$ cat src/pwm_seq_defs.vh
/*
  constants for the multiphase pwm sequencer: register offsets, field
  positions, reset values and timing counts.
  assumes a 20 MHz system clock and a 32-bit ahb-lite register bus.
*/
`ifndef PWM_SEQ_DEFS_VH
`define PWM_SEQ_DEFS_VH

// register byte offsets
`define REG_CTRL 8'h00
`define REG_STATUS 8'h04
`define REG_REF 8'h08
`define REG_PERIOD 8'h0c
`define REG_SSDIV 8'h10
`define REG_HICCUP 8'h14

// control register fields
`define CTRL_RUN_BIT 0
`define CTRL_OV_BIT 1
`define CTRL_UV_BIT 2
`define CTRL_INWIN_BIT 3
`define CTRL_HOT_BIT 4
`define CTRL_FAN_BIT 5

// status register fields
`define ST_RUN_BIT 0
`define ST_SSDONE_BIT 1
`define ST_OVLATCH_BIT 2
`define ST_OCLATCH_BIT 3
`define ST_READY_BIT 4
`define ST_NPH_LSB 8

// reset values
`define PERIOD_RESET 16'h0078
`define SSDIV_RESET 16'h0014
`define HICCUP_RESET 16'h1000

// soft-start figures: one code step is 6.25 mV, 1.1 V is step 176
`define STEP_UV 6250
`define BOOT_UV 1100000
`define BOOT_STEPS 8'hb0

`endif

$ cat src/phase_sequencer.v
/*
  phase_sequencer: cycles a one-hot pulse around the active phases in the
  firing order that the phase count selects.
  assumes a synchronous active-low reset and a level run enable.
*/
`timescale 1ns/1ns
module phase_sequencer #(
  parameter PW = 16
) (
  input wire mclk,
  input wire rstSyncB,
  input wire runEn,
  input wire [2:0] numPhases,
  input wire [PW-1:0] periodSlot,
  output reg [5:0] phaseDrive
);
  reg [PW-1:0] slotCnt_reg; // cycles within one phase slot
  reg [2:0] slotIdx_reg; // position in the firing order

  // maps order position to drive bit; four phases swap 3 and 4
  function [5:0] orderMap;
    input [2:0] n;
    input [2:0] pos;
    begin
      orderMap = 6'h01 << pos;
      if (n == 3'd4 && pos == 3'd2)
        orderMap = 6'h08;
      else if (n == 3'd4 && pos == 3'd3)
        orderMap = 6'h04;
    end
  endfunction

  // slot timer and order index; all off while stopped
  always @(posedge mclk) begin
    if (!rstSyncB || !runEn) begin
      slotCnt_reg <= {PW{1'b0}};
      slotIdx_reg <= 3'd0;
      phaseDrive <= 6'h00;
    end else begin
      phaseDrive <= orderMap(numPhases, slotIdx_reg);
      if (slotCnt_reg >= periodSlot) begin
        slotCnt_reg <= {PW{1'b0}};
        if (slotIdx_reg >= numPhases - 3'd1)
          slotIdx_reg <= 3'd0;
        else
          slotIdx_reg <= slotIdx_reg + 3'd1;
      end else begin
        slotCnt_reg <= slotCnt_reg + {{(PW-1){1'b0}}, 1'b1};
      end
    end
  end
endmodule

$ cat src/multiphase_pwm_sequencer.v
/*
  multiphase_pwm_sequencer: enable gating, fault supervision, voltage code
  decoding, soft-start reference ramp and phase firing, with an ahb-lite
  register slave. analog comparisons arrive as synchronous level inputs.
  assumes a single 20 MHz clock mclk and active-low asynchronous rst_b.
*/
`timescale 1ns/1ns
`include "pwm_seq_defs.vh"
module multiphase_pwm_sequencer #(
  parameter PW = 16
) (
  input wire mclk,
  input wire rst_b,
  input wire powerGood, // supply above power-on threshold
  input wire powerEnableHigh, // power_enable_in above 0.875V
  input wire powerEnableLow, // power_enable_in below 0.745V
  input wire termEnableHigh, // termination_enable_in above 0.875V
  input wire termEnableLow, // termination_enable_in below 0.745V
  input wire [7:0] voltage_code_in,
  input wire code_table_select,
  input wire [5:0] phaseStrapIn, // drive pins read back as strapped high
  input wire overVoltage, // sensed output above limit
  input wire underVoltage, // sensed output below limit
  input wire inWindow, // sensed output inside regulation window
  input wire overcurrent_trip, // load_current_monitor above 2V
  input wire tempAlarm, // temperature_sense_in at alarm level
  input wire tempFan, // temperature_sense_in at fan level
  input wire hsel,
  input wire [31:0] haddr,
  input wire [1:0] htrans,
  input wire hwrite,
  input wire [2:0] hsize,
  input wire [31:0] hwdata,
  input wire hready,
  output wire [31:0] hrdata,
  output wire hreadyout,
  output wire hresp,
  output wire [5:0] phase_drive_out,
  output wire [5:0] phaseDriveOe, // low on strapped pins
  output reg [7:0] internal_reference,
  output wire regulatorReadyOe, // high pulls regulator_ready low
  output reg overvoltage_flag_out,
  output wire thermalAlarmOe, // high pulls thermal_alarm low
  output wire fanRequestOe // high pulls fan_request low
);
  localparam ST_OFF = 2'd0;
  localparam ST_SOFT = 2'd1;
  localparam ST_RUN = 2'd2;
  localparam ST_HICCUP = 2'd3;

  reg rstMeta_reg; // first reset synchroniser stage
  reg rstSyncB; // released reset copy
  reg [1:0] state_reg; // sequencer state
  reg [1:0] state_next;
  reg ovLatch_reg; // latched overvoltage fault
  reg ocLatch_reg; // latched overcurrent fault
  reg ready_reg; // regulator ready level
  reg [15:0] ssDivCnt_reg; // soft-start oscillator divider
  reg [15:0] hiccupCnt_reg; // hiccup wait counter
  reg [31:0] ctrl_reg; // software control word
  reg [15:0] period_reg; // cycles per phase slot
  reg [15:0] ssDiv_reg; // cycles per soft-start step
  reg [15:0] hiccup_reg; // hiccup off time in cycles
  reg [7:0] strap_reg; // phase count captured after reset
  reg strapDone_reg; // strap captured once
  reg [7:0] target_reg; // decoded target reference
  reg [31:0] rdData_reg; // read data register
  reg dpWrite_reg; // data phase is a write
  reg [7:0] dpAddr_reg; // data phase address
  reg ssTick; // one-cycle soft-start step
  reg [2:0] numPhases; // active phase count
  wire enablesOn; // both enables above high threshold and power good
  wire enableDrop; // either enable below low threshold
  wire runEn; // phases may fire
  wire ctrlRun; // software run permission
  wire busTake; // address phase accepted
  wire [5:0] seqDrive;

  assign ctrlRun = ctrl_reg[`CTRL_RUN_BIT];
  assign enablesOn = powerEnableHigh && termEnableHigh && powerGood;
  assign enableDrop = powerEnableLow || termEnableLow;
  assign runEn = (state_reg == ST_SOFT || state_reg == ST_RUN);

  // two-stage reset release
  always @(posedge mclk or negedge rst_b) begin
    if (!rst_b) begin
      rstMeta_reg <= 1'b0;
      rstSyncB <= 1'b0;
    end else begin
      rstMeta_reg <= 1'b1;
      rstSyncB <= rstMeta_reg;
    end
  end

  // decodes a code to reference steps; legacy table is inverted, the other offset by two
  function [7:0] codeDecode;
    input [7:0] code;
    input legacy;
    begin
      if (legacy)
        codeDecode = 8'hff - code;
      else if (code < 8'h02)
        codeDecode = 8'h00; // off codes
      else
        codeDecode = code - 8'h02;
    end
  endfunction

  // phase count from the lowest strapped pin; all free gives six
  always @* begin
    if (phaseStrapIn[2])
      numPhases = 3'd2;
    else if (phaseStrapIn[3])
      numPhases = 3'd3;
    else if (phaseStrapIn[4])
      numPhases = 3'd4;
    else if (phaseStrapIn[5])
      numPhases = 3'd5;
    else
      numPhases = 3'd6;
  end

  // catch the strap once after reset release, while drivers are off
  always @(posedge mclk) begin
    if (!rstSyncB) begin
      strap_reg <= 8'h06;
      strapDone_reg <= 1'b0;
    end else if (!strapDone_reg) begin
      strap_reg <= {5'h00, numPhases};
      strapDone_reg <= 1'b1;
    end
  end

  // target reference; undriven pins read one from the pull-ups
  always @(posedge mclk) begin
    if (!rstSyncB)
      target_reg <= 8'h00;
    else
      target_reg <= codeDecode(voltage_code_in, !code_table_select);
  end

  // soft-start oscillator divider
  always @(posedge mclk) begin
    if (!rstSyncB || state_reg != ST_SOFT) begin
      ssDivCnt_reg <= 16'h0000;
      ssTick <= 1'b0;
    end else if (ssDivCnt_reg >= ssDiv_reg) begin
      ssDivCnt_reg <= 16'h0000;
      ssTick <= 1'b1;
    end else begin
      ssDivCnt_reg <= ssDivCnt_reg + 16'h0001;
      ssTick <= 1'b0;
    end
  end

  // state transitions
  always @* begin
    state_next = state_reg;
    case (state_reg)
      ST_OFF: begin
        if (enablesOn && ctrlRun && !ovLatch_reg && !ocLatch_reg)
          state_next = ST_SOFT;
      end
      ST_SOFT: begin
        if (!enablesOn || !ctrlRun || ovLatch_reg)
          state_next = ST_OFF;
        else if (overcurrent_trip)
          state_next = ST_HICCUP;
        else if (internal_reference == target_reg && internal_reference >= `BOOT_STEPS)
          state_next = ST_RUN;
      end
      ST_RUN: begin
        if (!enablesOn || !ctrlRun || ovLatch_reg)
          state_next = ST_OFF;
        else if (overcurrent_trip)
          state_next = ST_HICCUP;
      end
      ST_HICCUP: begin
        if (!enablesOn || enableDrop)
          state_next = ST_OFF;
        else if (hiccupCnt_reg >= hiccup_reg)
          state_next = ST_SOFT;
      end
      default: state_next = ST_OFF;
    endcase
  end

  // state, reference ramp, faults and ready
  always @(posedge mclk) begin
    if (!rstSyncB || !powerGood) begin
      state_reg <= ST_OFF;
      internal_reference <= 8'h00;
      ovLatch_reg <= 1'b0;
      ocLatch_reg <= 1'b0;
      overvoltage_flag_out <= 1'b0;
      hiccupCnt_reg <= 16'h0000;
      ready_reg <= 1'b0;
    end else begin
      state_reg <= state_next;
      if (overVoltage) begin
        ovLatch_reg <= 1'b1;
        overvoltage_flag_out <= 1'b1;
      end else if (enableDrop) begin
        ovLatch_reg <= 1'b0;
        overvoltage_flag_out <= 1'b0;
      end
      if (overcurrent_trip && runEn)
        ocLatch_reg <= 1'b1;
      else if (enableDrop || state_reg == ST_SOFT)
        ocLatch_reg <= 1'b0;
      if (state_reg == ST_HICCUP)
        hiccupCnt_reg <= hiccupCnt_reg + 16'h0001;
      else
        hiccupCnt_reg <= 16'h0000;
      if (state_reg == ST_OFF || state_reg == ST_HICCUP)
        internal_reference <= 8'h00;
      else if (ssTick && state_reg == ST_SOFT) begin
        if (internal_reference < `BOOT_STEPS)
          internal_reference <= internal_reference + 8'h01;
        else if (internal_reference < target_reg)
          internal_reference <= internal_reference + 8'h01;
        else if (internal_reference > target_reg)
          internal_reference <= internal_reference - 8'h01;
      end else if (state_reg == ST_RUN)
        internal_reference <= target_reg;
      ready_reg <= (state_reg == ST_RUN) && inWindow && !underVoltage
                   && !overVoltage && !overcurrent_trip && !ovLatch_reg;
    end
  end

  phase_sequencer #(
    .PW(PW)
  ) u_seq (
    .mclk(mclk),
    .rstSyncB(rstSyncB),
    .runEn(runEn),
    .numPhases(strap_reg[2:0]),
    .periodSlot(period_reg[PW-1:0]),
    .phaseDrive(seqDrive)
  );

  // strapped pins are not driven; active pins follow the sequencer
  assign phase_drive_out = seqDrive;
  assign phaseDriveOe = ~phaseStrapIn;
  assign regulatorReadyOe = !ready_reg;
  assign thermalAlarmOe = !tempAlarm;
  assign fanRequestOe = !tempFan;

  // ahb-lite slave: zero wait states, always okay
  assign busTake = hsel && htrans[1] && hready;
  assign hreadyout = 1'b1;
  assign hresp = 1'b0;
  assign hrdata = rdData_reg;

  always @(posedge mclk) begin
    if (!rstSyncB) begin
      dpWrite_reg <= 1'b0;
      dpAddr_reg <= 8'h00;
      rdData_reg <= 32'h00000000;
      ctrl_reg <= 32'h00000001;
      period_reg <= `PERIOD_RESET;
      ssDiv_reg <= `SSDIV_RESET;
      hiccup_reg <= `HICCUP_RESET;
    end else begin
      dpWrite_reg <= busTake && hwrite;
      dpAddr_reg <= haddr[7:0];
      if (dpWrite_reg) begin
        case (dpAddr_reg)
          `REG_CTRL: ctrl_reg <= {31'h00000000, hwdata[0]};
          `REG_PERIOD: period_reg <= hwdata[15:0];
          `REG_SSDIV: ssDiv_reg <= hwdata[15:0];
          `REG_HICCUP: hiccup_reg <= hwdata[15:0];
          default: ctrl_reg <= ctrl_reg;
        endcase
      end
      if (busTake && !hwrite) begin
        case (haddr[7:0])
          `REG_CTRL: rdData_reg <= ctrl_reg;
          `REG_STATUS: rdData_reg <= {21'h000000, strap_reg[2:0], 3'h0, ready_reg,
                                      ocLatch_reg, ovLatch_reg, (state_reg == ST_RUN),
                                      runEn};
          `REG_REF: rdData_reg <= {16'h0000, target_reg, internal_reference};
          `REG_PERIOD: rdData_reg <= {16'h0000, period_reg};
          `REG_SSDIV: rdData_reg <= {16'h0000, ssDiv_reg};
          `REG_HICCUP: rdData_reg <= {16'h0000, hiccup_reg};
          default: rdData_reg <= 32'h00000000;
        endcase
      end
    end
  end
endmodule

$ cat config.mk
export PLATFORM = sky130hd
export DESIGN_NAME = multiphase_pwm_sequencer
export DESIGN_NICKNAME = d
export VERILOG_FILES = /design/src/phase_sequencer.v /design/src/multiphase_pwm_sequencer.v
export VERILOG_INCLUDE_DIRS = /design/src
export SDC_FILE = /design/constraint.sdc
export NUM_CORES = 1
export LEC_CHECK = 0
export BUFFER_PORTS_ARGS = -buffer_cell sky130_fd_sc_hd__buf_2
export CAP_MARGIN = 20
export CORE_UTILIZATION = 55
export DETAILED_ROUTE_END_ITERATION = 7
export GPL_TIMING_DRIVEN = 0
export PLACE_DENSITY = 0.9
export SLEW_MARGIN = 20
export SYNTH_ARGS = -nofsm -noshare
export SYNTH_HDL_FRONTEND = slang
export SYNTH_SLANG_ARGS = --single-unit
$ cat constraint.sdc
create_clock -name mclk -period 4.45 [get_ports mclk]
set_input_delay 0.2225 -clock mclk [delete_from_list [all_inputs] [get_ports mclk]]
set_output_delay 0.2225 -clock mclk [all_outputs]
set_load 0.02 [all_outputs]
Word-level counts from Yosys, hierarchy flattened
Index checks and enable logic that the tools add are counted.
{"block": "totals", "ff_bits": 175, "input_bits": 100, "out_inout_bits": 58, "elab_cells": 158}
{"block": "op_classes", "n_addsub": 9, "order_cmp": 9, "eq_ne": 21, "shift": 1, "mux": 30, "n_bitwise": 2, "reduce_logical": 61}
{"operator": "one-hot mux 16 bit (6 select lines)", "n": 1}
{"operator": "two-way mux 8 bit", "n": 7}
{"operator": "adder 16 x 1 -> 16 bit, second input constant", "n": 3}
{"operator": "greater-or-equal comparator 16 bit", "n": 3}
{"operator": "equality test 8 x 5 -> 1 bit, second input constant", "n": 4}
{"operator": "equality test 8 x 4 -> 1 bit, second input constant", "n": 3}
{"operator": "two-way mux 2 bit", "n": 10}
{"operator": "logical AND 1 bit", "n": 19}
{"operator": "logical NOT 8 bit", "n": 2}
{"operator": "logical NOT 1 bit", "n": 14}
{"operator": "logical OR 1 bit", "n": 10}
{"operator": "AND reduction 2 bit", "n": 5}
{"operator": "OR reduction 2 bit", "n": 5}
{"operator": "two-way mux 3 bit", "n": 3}
{"operator": "adder 8 x 1 -> 8 bit, second input constant", "n": 1}
{"operator": "equality test 8 x 3 -> 1 bit, second input constant", "n": 1}
{"operator": "equality test 8 bit", "n": 1}
{"operator": "greater-or-equal comparator 8 bit, second input constant", "n": 1}
{"operator": "greater-than comparator 8 bit", "n": 1}
{"operator": "less-than comparator 8 x 2 -> 1 bit, second input constant", "n": 1}
{"operator": "less-than comparator 8 bit", "n": 1}
{"operator": "less-than comparator 8 bit, second input constant", "n": 1}
{"operator": "two-way mux 4 bit", "n": 2}
{"operator": "one-hot mux 2 bit (4 select lines)", "n": 1}
{"operator": "23 further kinds", "n": 33}

Longest topological paths before layout
Gate-level depths: netlist of the first run.
{"block": "depth", "depth_word": 7, "ltp_mapped": 10, "ltp_nobuf": 8}

Hierarchy
From an unflattened synthesis of the first run, not the netlist that was laid out.
{"block": "unflattened", "hier_cells": 991, "hier_area_um2": 8768.4}
{"mod": "multiphase_pwm_sequencer", "n_inst": 1, "cells_each": 812, "area_each_um2": 7225.7, "seq_area_each_um2": 2692.6}
{"mod": "phase_sequencer", "n_inst": 1, "cells_each": 179, "area_each_um2": 1542.7, "seq_area_each_um2": 500.5}

Worst setup path before layout of the first run
Ideal clock, no wire load.
{"block": "synth_timing", "path_kind": "flip-flop to flip-flop", "startpoint": "register internal_reference[3]", "endpoint": "register internal_reference[7]", "setup_time_ps": 122, "t_arrival_ps": 2155, "t_required_ps": 4328, "path_slack_ps": 2173, "stages_incl_launch_ff": 8, "path_buffers": 0, "period_less_slack_ps": 2277, "path_cell_list": "dfxtp_1 ha_1 a21o_1 a21oi_2 nand3_1 or4_1 a31oi_1 a21oi_1"}
{"block": "synth_via", "elab_chain_cells": 5, "word_cells_on_any_way": 11, "classes_between": "add/sub: 2; order compare: 3; eq/ne: 1; mux: 4; reduce/logical: 1"}
{"item": "start, declared", "line_no": "multiphase_pwm_sequencer.v:40", "rtl": "output reg [7:0] internal_reference,"}
{"item": "start signal, assigned", "line_no": "multiphase_pwm_sequencer.v:219", "rtl": "internal_reference <= internal_reference + 8'h01;"}
{"item": "start signal, assigned", "line_no": "multiphase_pwm_sequencer.v:221", "rtl": "internal_reference <= internal_reference + 8'h01;"}
{"item": "start signal, assigned", "line_no": "multiphase_pwm_sequencer.v:223", "rtl": "internal_reference <= internal_reference - 8'h01;"}
{"item": "subtractor 8 x 1 -> 8 bit", "line_no": "multiphase_pwm_sequencer.v:223"}
{"item": "two-way mux 8 bit", "line_no": "multiphase_pwm_sequencer.v:222", "rtl": "else if (internal_reference > target_reg)"}
{"item": "two-way mux 8 bit", "line_no": "multiphase_pwm_sequencer.v:220", "rtl": "else if (internal_reference < target_reg)"}
{"item": "two-way mux 8 bit", "line_no": "multiphase_pwm_sequencer.v:218", "rtl": "if (internal_reference < `BOOT_STEPS)"}
{"item": "two-way mux 8 bit", "line_no": "multiphase_pwm_sequencer.v:217", "rtl": "else if (ssTick && state_reg == ST_SOFT) begin"}
Parallel ways exist; a longest one is shown, timed or not. The select of a mux whose other input is x is not followed.
A chain may end at the register's enable or synchronous reset.

Worst setup path after layout of the first run
{"block": "layout_timing", "startpoint": "register internal_reference[6]", "endpoint": "register internal_reference[3]"}
{"block": "layout_via", "elab_chain_cells": 4, "word_cells_on_any_way": 8, "classes_between": "order compare: 3; eq/ne: 1; mux: 3; reduce/logical: 1"}
{"item": "less-than comparator 8 bit", "line_no": "multiphase_pwm_sequencer.v:220"}
{"item": "two-way mux 8 bit", "line_no": "multiphase_pwm_sequencer.v:220"}
{"item": "two-way mux 8 bit", "line_no": "multiphase_pwm_sequencer.v:218"}
{"item": "two-way mux 8 bit", "line_no": "multiphase_pwm_sequencer.v:217"}
Parallel ways exist; a longest one is shown, timed or not.

==> results.txt, run 1 <==
During I/O placement, the number of pins put on the boundary was 158. TritonCTS built the clock tree. The standby leakage power is 4.42 nW. The relative slew slack was 0.580; the count of cells resized by post-cts repair was 0. The worst setup path is of the register to register kind.

In this run the worst setup path begins at internal_reference[6]. Data arrives at the worst endpoint at 2870 ps. Clock latency on the worst-skew pair, taken at its later pin, is 430 ps. The type of element launching the critical path was a register.

The tools report the total power of the final layout as 3.22 mW. The layout net count is 1334, and the height of the chip is 130 µm. The origin of the worst min-delay path was overVoltage. Class of the worst hold path: primary input to register.

The synthesized design contains 0 enable-type register cells. The combinational cell fraction of total power came out at 0.061. Setup repair after global routing left no endpoint under its margin. In this run the critical register-to-register path is launched from internal_reference[6]. Synthesis inferred 159 register bits. Top cell type by total area after synthesis: sky130_fd_sc_hd__dfxtp_1. The flow ran to the end, but the final reports show violations.

In the synthesized netlist the dominant register cell turns out to be sky130_fd_sc_hd__dfxtp_1. The largest driver fanout on the critical path was 8; the post-synthesis cell count was 1024. The layout cell share with drive strength beyond 1 is 0.149. Global routing finished with a remaining overflow of 0.

Once detail routing completed, the nets flagged for antenna violations numbered 0. Between clock sinks in the finished design, the worst skew comes to 11.3 ps. The first global-routing pass estimated 37.8 mm of wire. The H-tree was split into 4 levels. Based on the critical path, the design can be clocked at up to 0.394 GHz.

The total via count in the routed design is 8042. The share of synthesized area occupied by flip-flops and latches is 0.355, and the global router's overall resource usage is 0.296. The finished cells cover 10500 µm². The floorplan step defined a die boundary enclosing 16900 µm². Dividing the detail-routed wire length by the instance count gives 17.6 µm.

The run gives 18.2 mm as the detailed placement HPWL. Number of hold-slack violations in the final timing report: 0. The maximum resistive drop on vdd is 277 µV, and the layout overhead on the synthesized area is 16.2%. Across the run, the number of max-cap violations was 0.

In the routed design, unresolved DRC markers number 2. The checks that failed: design-rule violations. Mean area per synthesized cell: 8.78 µm².

In this run, CTS created clock tree buffers numbering 17. In this run the cell area measured after placement is 9790 µm². Counting the fill cells in the layout gives 1274. The run gives 8 as the first-pass iteration count of the detailed router.

Power spread over the standard cell area amounts to 308 nW/µm². For the pin with the worst max-slew slack, the measured transition is 630 ps. The proportion of netlist area held by the largest area contributor was 0.350. The via count of the first global-routing pass was 7524; the critical path data required time was 4790 ps. Initial core utilization: 0.564. Setup violations remaining at the end of the flow were counted as 0. The die extent in x is 130 µm, and the power share of the sequential group is 0.452.

The internal portion of the total power is 2.47 mW. Clock-pin slew was measured on the worst setup and hold paths at 60 ps. For the final core utilization, the log shows 0.655.

The run gives 0.964 as the placer congestion estimate. Once routing completed, OpenROAD measured the worst setup slack at 1910 ps. The final setup TNS was 0 ps; the total wire length was 24.4 mm. After the first detailed-routing iteration, the DRC count stood at 650. For the number of max-slew violations in the final report, the log shows 0. The part of the cycle the worst path needs works out to 0.570.

The shortest clock period the worst path allows after layout came out at 2540 ps. The switching power total is 747 µW, and the via density per instance is 5.81. Pin count of the biggest net entering global routing: 17. The run gives 0.488 as the clock power share. The switching portion of total power is 0.232.

STA classifies the critical path endpoint as a register. In the post-synthesis netlist, the cell with the most instances is sky130_fd_sc_hd__dfxtp_1. The count of standard-cell rows came out at 46. Clock tree root buffer cell: sky130_fd_sc_hd__clkbuf_16. The Yosys step of the flow raised 0 warnings. The initial antenna violation count was 0; the clock net sink count was 159. The number of buffers on the longest clock path is 2. The commonest cells after synthesis are sky130_fd_sc_hd__dfxtp_1, sky130_fd_sc_hd__inv_1, sky130_fd_sc_hd__nor2_1. Share of synthesized registers carrying an async set or reset: 0.0126. 0 antenna diodes ended up in the layout.

Prior to clock tree synthesis, the placed netlist has a worst setup slack of 2000 ps. After synthesis, the cell types taking the most area are sky130_fd_sc_hd__dfxtp_1, sky130_fd_sc_hd__ha_1, sky130_fd_sc_hd__mux2i_1. The number of different library cells in the post-synthesis netlist came out at 82.

Summing every instance area after synthesis gives 8990 µm². Buffers placed on the I/O ports in this run total 93. The core region is 15900 µm².
-- final timing paths --
check,endpoint,slack [ps],depth (start not counted)
min in group asynchronous,rstSyncB,110,2
hold reg to reg,rstSyncB,360,0
max in group asynchronous,rstMeta_reg,4250,2
setup / recovery,internal_reference[3],1910,7
hold / removal,ovLatch_reg,20,3
setup reg to reg,internal_reference[3],1910,7
-- cell families after synthesis --
logic type | share of synthesized area
AO/OA/AOI/OAI | 0.131
XOR/XNOR | 0.0477
adder cells (fa/ha/maj) | 0.109
buffers and inverters | 0.0710
flip-flops | 0.355
multiplexers | 0.0729
other | 0.000835
AND/OR/NAND/NOR | 0.213
-- worst max-delay path, stage by stage (launching register included) --
cell and delay, ps:
sky130_fd_sc_hd__dfxtp_1 430, sky130_fd_sc_hd__ha_1 380, sky130_fd_sc_hd__and4_1 300, sky130_fd_sc_hd__o2111ai_2 250, sky130_fd_sc_hd__and2_1 290, sky130_fd_sc_hd__o31ai_2 400, sky130_fd_sc_hd__a211oi_1 120, sky130_fd_sc_hd__a221oi_1 260
-- through the flow --
| step | std cells | hold WS [ps] |
|---|---|---|
| 2_1_floorplan | 1041 | -73.1 |
| 3_3_place_gp | 1350 | 7.43 |
| 3_5_place_dp | 1350 | 7.95 |
| 4_1_cts | 1385 | 14.9 |
| 5_1_grt | 1385 | 29.9 |
| 6_report | 1385 | 24.4 |
-- timing repair --
item	in CTS	in global routing
hold buffers	3	0
setup buffers	0	0
endpoints found under the hold margin	4	0
-- placed cells by master, fill, tap and decap left out, drive strengths merged, types with 22 or more instances in the layout --
cell type  instances
a21oi             32
and2              30
buf              123
clkbuf            44
dfxtp            157
ha                78
inv               92
mux2i             61
nand2             65
nand3             36
nor2              84
nor2b             53
o21ai             34
xnor2             22
xor2              27
-- power groups by stage --
stage / logic, mW / clock network [mW] / registers, mW
after global placement: 0.181 / 0 / 1.48
after floorplan: 0.118 / 0 / 1.48
final: 0.195 / 1.57 / 1.45
after CTS: 0.191 / 1.57 / 1.45
after global routing: 0.210 / 1.65 / 1.45
after detailed placement: 0.185 / 0 / 1.48
-- layout make-up --
class	count	area, µm²	area share
plain buffers	55	304	0.0291
clock buffers	19	443	0.0424
clock inverters	13	185	0.0177
inverters	89	334	0.0320
multi-input cells	738	5230	0.500
flip-flops and latches	159	3190	0.306
well taps	216	270	0.0259
repair buffers	96	495	0.0474
-- per-layer routing --
metal  global-route usage  part of all wire  vias to the layer above
met2                0.485              0.48                      388
met5                    0                 0                        -
li1                     -                 -                     3818
met4                0.155             0.038                        0
met3               0.0644             0.074                       78
met1                0.364              0.41                     3758
Power figures use the tool's default switching activity.
==> inputs of run 2 (changes only) <==
--- a/config.mk
+++ b/config.mk
@@ -6,6 +6,7 @@
 export SDC_FILE = /design/constraint.sdc
 export NUM_CORES = 1
 export LEC_CHECK = 0
+export ABC_AREA = 1
 export BUFFER_PORTS_ARGS = -buffer_cell sky130_fd_sc_hd__buf_2
 export CAP_MARGIN = 20
 export CORE_UTILIZATION = 55
==> constraint.sdc (replaced) <==
create_clock -name mclk -period 2.6 [get_ports mclk]
set_input_delay 0.13 -clock mclk [delete_from_list [all_inputs] [get_ports mclk]]
set_output_delay 0.13 -clock mclk [all_outputs]
set_load 0.02 [all_outputs]
==> results.txt, run 2 <==
The power share of the sequential group is 0.450, and the number of diodes is 0. In this run, distinct cell masters in the synthesized netlist total 46. The standby leakage power was 4.66 nW.

The die extent in x is 129 µm, and the aggregate global routing overflow is 0. The run gives 0.068 as the combinational cell fraction of total power. Counting flops with a built-in enable in the synthesized netlist gives 0. Dividing total power by cell area gives a power density of 531 nW/µm². For this design the top-level I/O count stands at 158. The global router's overall resource usage is 0.301.

The routed design has 24.2 mm of wire. The number of cells on the worst reg-to-reg path is 5. The clock skew is 6.71 ps, and the remaining number of nets flagged by the antenna check after routing is 0.

In the post-synthesis netlist, the biggest area contributors are sky130_fd_sc_hd__dfxtp_1, sky130_fd_sc_hd__ha_1, sky130_fd_sc_hd__nand2_1. The run gives 1215 as the post-synthesis cell count. The worst register-to-register path ends at dpWrite_reg. Summed over all nets, the switching power comes to 1.30 mW.

Leaving out fill and tap cells, the most frequent cell in the layout is sky130_fd_sc_hd__nand2_1. The critical path is of the register to register type. The number of storage elements in the synthesis netlist came out at 159. The number of remaining DRC errors was 0. The via density per instance is 5.40, and the layout overhead on the synthesized area is 18.5%. The final core utilization was 0.676; the layout cell share with drive strength beyond 1 was 0.136. Counting along the longest clock path gives a buffer depth of 2. The logs give 0 for the number of hold-slack violations in the final timing report and 0.363 for the share of synthesized area occupied by flip-flops and latches. The tools report the type of element launching the critical path as a register. In this run the cell area of the synthesized design comes to 8800 µm².

The tree is rooted in a sky130_fd_sc_hd__clkbuf_16. After filler insertion, the fill cell instance count of the layout stands at 1238. The layout net count is 1543, and the switching portion of total power is 0.235. TritonCTS built the clock tree.

Clock-pin slew was measured on the worst setup and hold paths at 60 ps. The worst setup slack after placement was 565 ps. The run gives 17 as the pin count of the biggest net entering global routing. Reg-to-reg setup timing slack: 220 ps. After detailed routing, the average wire length per cell comes to 15.2 µm. The initial antenna violation count is 0.

For the critical path data required time, the log shows 2920 ps. For the pin with the worst max-slew slack, the measured transition is 641 ps. The tools report the number of max-capacitance violations reported as 0. After detailed placement, the total cell area comes to 9600 µm². The later pin in the worst-skew pair is clocked with a latency of 440 ps. The run finished with clean final reports. The biggest area contributor in the post-synthesis netlist is sky130_fd_sc_hd__dfxtp_1. Across the VDD grid, the largest voltage drop is 501 µV. The logs give 8000 for the via count of the first global-routing pass and 5.54 mW for the total power of the final layout. For the internal power summed over all cells, the log shows 4.24 mW. After floorplanning, the core was sized to cover 15400 µm².

The number of max-slew violations in the final report came out at 0. The die outline area was 16500 µm². The worst hold path terminates at strap_reg[0]. Post-route worst setup slack: 219 ps. The tools report the endpoint arrival time on the critical path as 2700 ps. The startpoint identified for the worst register-to-register timing path is rstSyncB. Detailed placement HPWL: 17.8 mm.

The worst setup path is captured at a register. Wire length of the first global-routing pass: 38.5 mm. Sorting the synthesized cells by how often they occur yields sky130_fd_sc_hd__nand2_1, sky130_fd_sc_hd__inv_1, sky130_fd_sc_hd__dfxtp_1.

The run gives 0.571 as the initial core utilization. Post-CTS repair changed the size of 0 cells. A synthesized cell averages 7.24 µm².

For the count of synthesis-stage warnings from yosys, the log shows 0. Final setup TNS: 0 ps. The number of standard cells in the layout, taps in and fillers out came out at 1589.

The clock power share was 0.482; the proportion of netlist area held by the largest area contributor was 0.357. The first-pass iteration count of the detailed router is 5, and the setup violation total in the final timing report is 0. Across all layers, the routed design uses 8584 vias. TritonCTS created 17 clock buffers.

At the end of routability-driven placement, the weighted congestion stood at 0.975. In the layout the commonest cells are sky130_fd_sc_hd__nand2_1, sky130_fd_sc_hd__inv_1, sky130_fd_sc_hd__dfxtp_1. Along the worst path, the maximum fanout reaches 10. Share of synthesized registers carrying an async set or reset: 0.0126. The height of the chip works out to 129 µm. Most used standard cell by instance count after synthesis: sky130_fd_sc_hd__nand2_1.

The class of the worst hold path is primary input to register. Predominant post-synthesis flop cell: sky130_fd_sc_hd__dfxtp_1. The shortest clock period the worst path allows after layout is 2380 ps, and the count of standard-cell rows is 45. Setup repair after global routing left no endpoint under its margin. Clock tree synthesis found a total of 159 sinks. The worst hold path was traced through 4 stages. The worst hold slack was 13.7 ps; the maximum level of the CTS H-tree was 4. The first routing iteration left 714 violations. The finished cells cover 10400 µm².

The port buffer count was 94. In this run the most critical hold path is launched from phaseStrapIn[2]. The relative slew slack was 0.573. Derived from the worst setup path, the maximum achievable clock frequency is 0.420 GHz. The number of cells after detailed placement is 1537, and the part of the cycle the worst path needs is 0.916. The tools report the post-CTS repair timing setup buffer count as 0.
## run 2: worst max-delay path by stage
stage	from	to	slack, ps	cells after the start
3_3_place_gp	internal_reference[1]	internal_reference[5]	610	12
2_1_floorplan	internal_reference[7]	internal_reference[5]	770	9
5_1_grt	rstSyncB	dpWrite_reg	180	5
3_5_place_dp	internal_reference[5]	internal_reference[5]	570	10
4_1_cts	rstSyncB	dpWrite_reg	310	5
6_report	rstSyncB	dpWrite_reg	220	5
## run 2: power by group through the flow
stage | Combinational (mW) | Clock (mW) | Sequential (mW)
after detailed placement | 0.341 | 0 | 2.54
after CTS | 0.368 | 2.68 | 2.49
final | 0.377 | 2.67 | 2.49
after global placement | 0.332 | 0 | 2.54
after floorplan | 0.219 | 0 | 2.53
after global routing | 0.414 | 2.78 | 2.49
## run 2: critical path: stages, from the launching register on
cell                            delay, ps
sky130_fd_sc_hd__dfrtp_1              540
sky130_fd_sc_hd__buf_2                280
sky130_fd_sc_hd__inv_1                200
sky130_fd_sc_hd__clkbuf_1             530
sky130_fd_sc_hd__nor3_1               130
sky130_fd_sc_hd__dlygate4sd3_1        580
## run 2: timing repair
| item | 4_1_cts | 5_1_grt |
|---|---|---|
| hold buffers | 20 | 0 |
| endpoints found under the setup margin | 0 | 0 |
| endpoints found under the hold margin | 19 | 0 |
## run 2: final cells by class
cell class,instances,area [µm²],share of cell area
clock buffer,19,443,0.0425
clock inverter,13,184,0.0176
buffer,44,268,0.0257
inverter,177,664,0.0637
multi-input combinational,852,4740,0.455
sequential,159,3190,0.306
timing repair buffer,114,671,0.0643
tap,211,264,0.0253
## run 2: per-layer routing
layer,up-vias,part of all wire,track usage,wire length [µm]
li1,4237,-,-,-
met1,3838,0.40,0.362,9750
met2,411,0.46,0.501,11200
met3,98,0.082,0.0574,1980
met4,0,0.052,0.177,1260
met5,-,0,0,0
## run 2: cell families after synthesis
| family | count (synthesis) | share of synthesized area |
|---|---|---|
| AND/OR/NAND/NOR | 471 | 0.239 |
| flip-flops | 159 | 0.363 |
| buffers and inverters | 221 | 0.106 |
| adder cells (fa/ha/maj) | 78 | 0.111 |
| AO/OA/AOI/OAI | 255 | 0.152 |
| XOR/XNOR | 29 | 0.0289 |
| other | 2 | 0.000853 |
==> inputs of run 3 (changes only) <==
==> constraint.sdc (replaced) <==
create_clock -name mclk -period 3 [get_ports mclk]
set_input_delay 0.15 -clock mclk [delete_from_list [all_inputs] [get_ports mclk]]
set_output_delay 0.15 -clock mclk [all_outputs]
set_load 0.02 [all_outputs]
==> results.txt, run 3 (same netlist as run 2, synthesis figures left out) <==
The run finished with clean final reports. The clock skew came out at 6.73 ps. The tools report the aggregate global routing overflow as 0.

The total buffers and inverters traversed by the critical path is 4, and the standby leakage power is 4.64 nW. IR analysis of the VDD net gives a maximum drop of 430 µV. After detailed routing, the total wire length is 24.2 mm. The via count of the first global-routing pass came out at 7994. The reg-to-reg setup timing slack is 620 ps. The type of destination of the critical path was a register. The number of max-capacitance violations reported is 0. In this run the power density over the cells is 462 nW/µm². The worst reg2reg path endpoint is dpWrite_reg. The critical path data required time is 3320 ps, and the placer congestion estimate is 0.975. The die is 129 µm tall. The first global-routing pass estimated 38.4 mm of wire.

The largest driver fanout on the critical path works out to 10. Leaving out fill and tap cells, the most frequent cells in the layout are sky130_fd_sc_hd__nand2_1, sky130_fd_sc_hd__inv_1, sky130_fd_sc_hd__dfxtp_1. Launch instance of the worst register-to-register path: rstSyncB. The library cell contributing the largest single delay on the critical path is sky130_fd_sc_hd__dlygate4sd3_1.

Setup repair after global routing left no endpoint under its margin. For the count of standard-cell rows, the log shows 45. Final core utilization: 0.673. The remaining number of nets flagged by the antenna check after routing is 0. For the layout net count, the log shows 1538. The via density per instance is 5.47, and the initial antenna violation count is 0.

The number of buffers on the longest clock path came out at 2. For the global router's overall resource usage, the log shows 0.300. The worst setup path is launched from a register. Grouping stages by cell kind, the critical path spends the most delay in buffers and inverters. Before antenna repair, the detailed router went through 8 iterations. The violation count after the first detailed-routing iteration was 713.

Walking the worst path, the cells encountered are buf_2 > inv_1 > clkbuf_1 > nor3_1 > dlygate4sd3_1. The number of max-slew violations in the final report is 0. For the final routed database, the setup TNS stands at 0 ps. At the later pin of the worst-skew pair, clock insertion delay measures 440 ps.

At the worst endpoint, the arrival time is 2700 ps. The critical path is of the register to register type. The total power of the final layout is 4.79 mW. The clock tree root buffer cell was sky130_fd_sc_hd__clkbuf_16.

Detailed placement finished with a half-perimeter wire length of 17.8 mm. The number of clock buffers added by TritonCTS is 17. For the maximum level of the CTS H-tree, the log shows 4. Entering global routing, the biggest net connects 17 pins. The worst hold slack is 14.7 ps.

The tools report the number of hold-slack violations in the final timing report as 0. On the worst path, the slowest cell contributes a delay of 580 ps. The die outline area came out at 16500 µm². The run gives 158 as the I/O pin count.

Setup violations remaining at the end of the flow were counted as 0. The placeable core area is 15400 µm². Buffers placed on the I/O ports in this run total 94.

In this run the number of cells on the critical path is 5. The CTS clock-pin slew for the worst setup and hold paths works out to 70 ps. After detailed routing, the average wire length per cell comes to 15.2 µm. For this run, design rule violations remaining after detail routing come to 0. The area growth from synthesis to layout is 17.9%. The initial core utilization came out at 0.571. TritonCTS built the clock tree. The die is 129 µm wide. The highest achievable clock rate is 0.420 GHz, and the depth of the worst register-to-register path is 5.

The critical path starts at rstSyncB. In this run the worst setup path terminates at dpWrite_reg. The class of the worst hold path is primary input to register.

The part of the cycle the worst path needs is 0.793, and the layout cell share with drive strength beyond 1 is 0.137. The actual slew at the worst max-slew pin came out at 642 ps. The clock period could shrink to 2380 ps.

The most common library cell in the layout ignoring fill and taps is sky130_fd_sc_hd__nand2_1. The relative slew slack is 0.572, and the clock net sink count is 159. For this block, the via count after detailed routing is 8677. Post-CTS repair changed the size of 0 cells.
[run 3: tightest hold or removal path: cells and delay by family]
kind / cells / cell delay (ps)
buf+inv: 1 / 100
simple gates: 1 / 60
compound gates: 1 / 80
[run 3: worst min-delay path by stage]
| stage | startpoint | to | depth (start not counted) |
|---|---|---|---|
| 2_1_floorplan | rst_b | rstMeta_reg | 0 |
| 3_3_place_gp | rst_b | rstMeta_reg | 1 |
| 3_5_place_dp | rst_b | rstMeta_reg | 1 |
| 4_1_cts | voltage_code_in[3] | target_reg[3] | 3 |
| 5_1_grt | voltage_code_in[0] | target_reg[0] | 3 |
| 6_report | voltage_code_in[0] | target_reg[0] | 3 |
[run 3: through the flow]
stage | area [µm²] | cells | worst slack (ps)
floorplan | 8870 | 1232 | 1170
global placement | 9600 | 1537 | 1010
detailed placement | 9600 | 1537 | 965
CTS | 10400 | 1584 | 707
global route | 10400 | 1584 | 572
finish | 10400 | 1585 | 621
[run 3: final cells by class]
class                   count  area (µm²)
clock buffers              19         443
inverters                 177         664
multi-input cells         852        4740
fillers                  1246        5050
plain buffers              44         268
well taps                 211         264
flip-flops and latches    159        3190
repair buffers            109         621
clock inverters            13         184
diodes                      1        2.50
[run 3: layer usage]
metal  global-route usage  wire [µm]
met2                0.500      11300
met5                    0          0
met4                0.177       1280
met3               0.0549       1830
met1                0.362       9790
[run 3: what timing repair did]
item	4_1_cts	5_1_grt
hold buffers	15	0
hold endpoints to repair	14	0
setup buffers	0	0
[run 3: power by group]
| group | switching [mW] | total (mW) | internal [mW] | leakage (nW) |
|---|---|---|---|---|
| Combinational | 0.203 | 0.321 | 0.118 | 3.05 |
| Clock | 0.896 | 2.31 | 1.42 | 0.300 |
| Sequential | 0.0231 | 2.16 | 2.14 | 1.29 |
| Total | 1.12 | 4.79 | 3.67 | 4.64 |
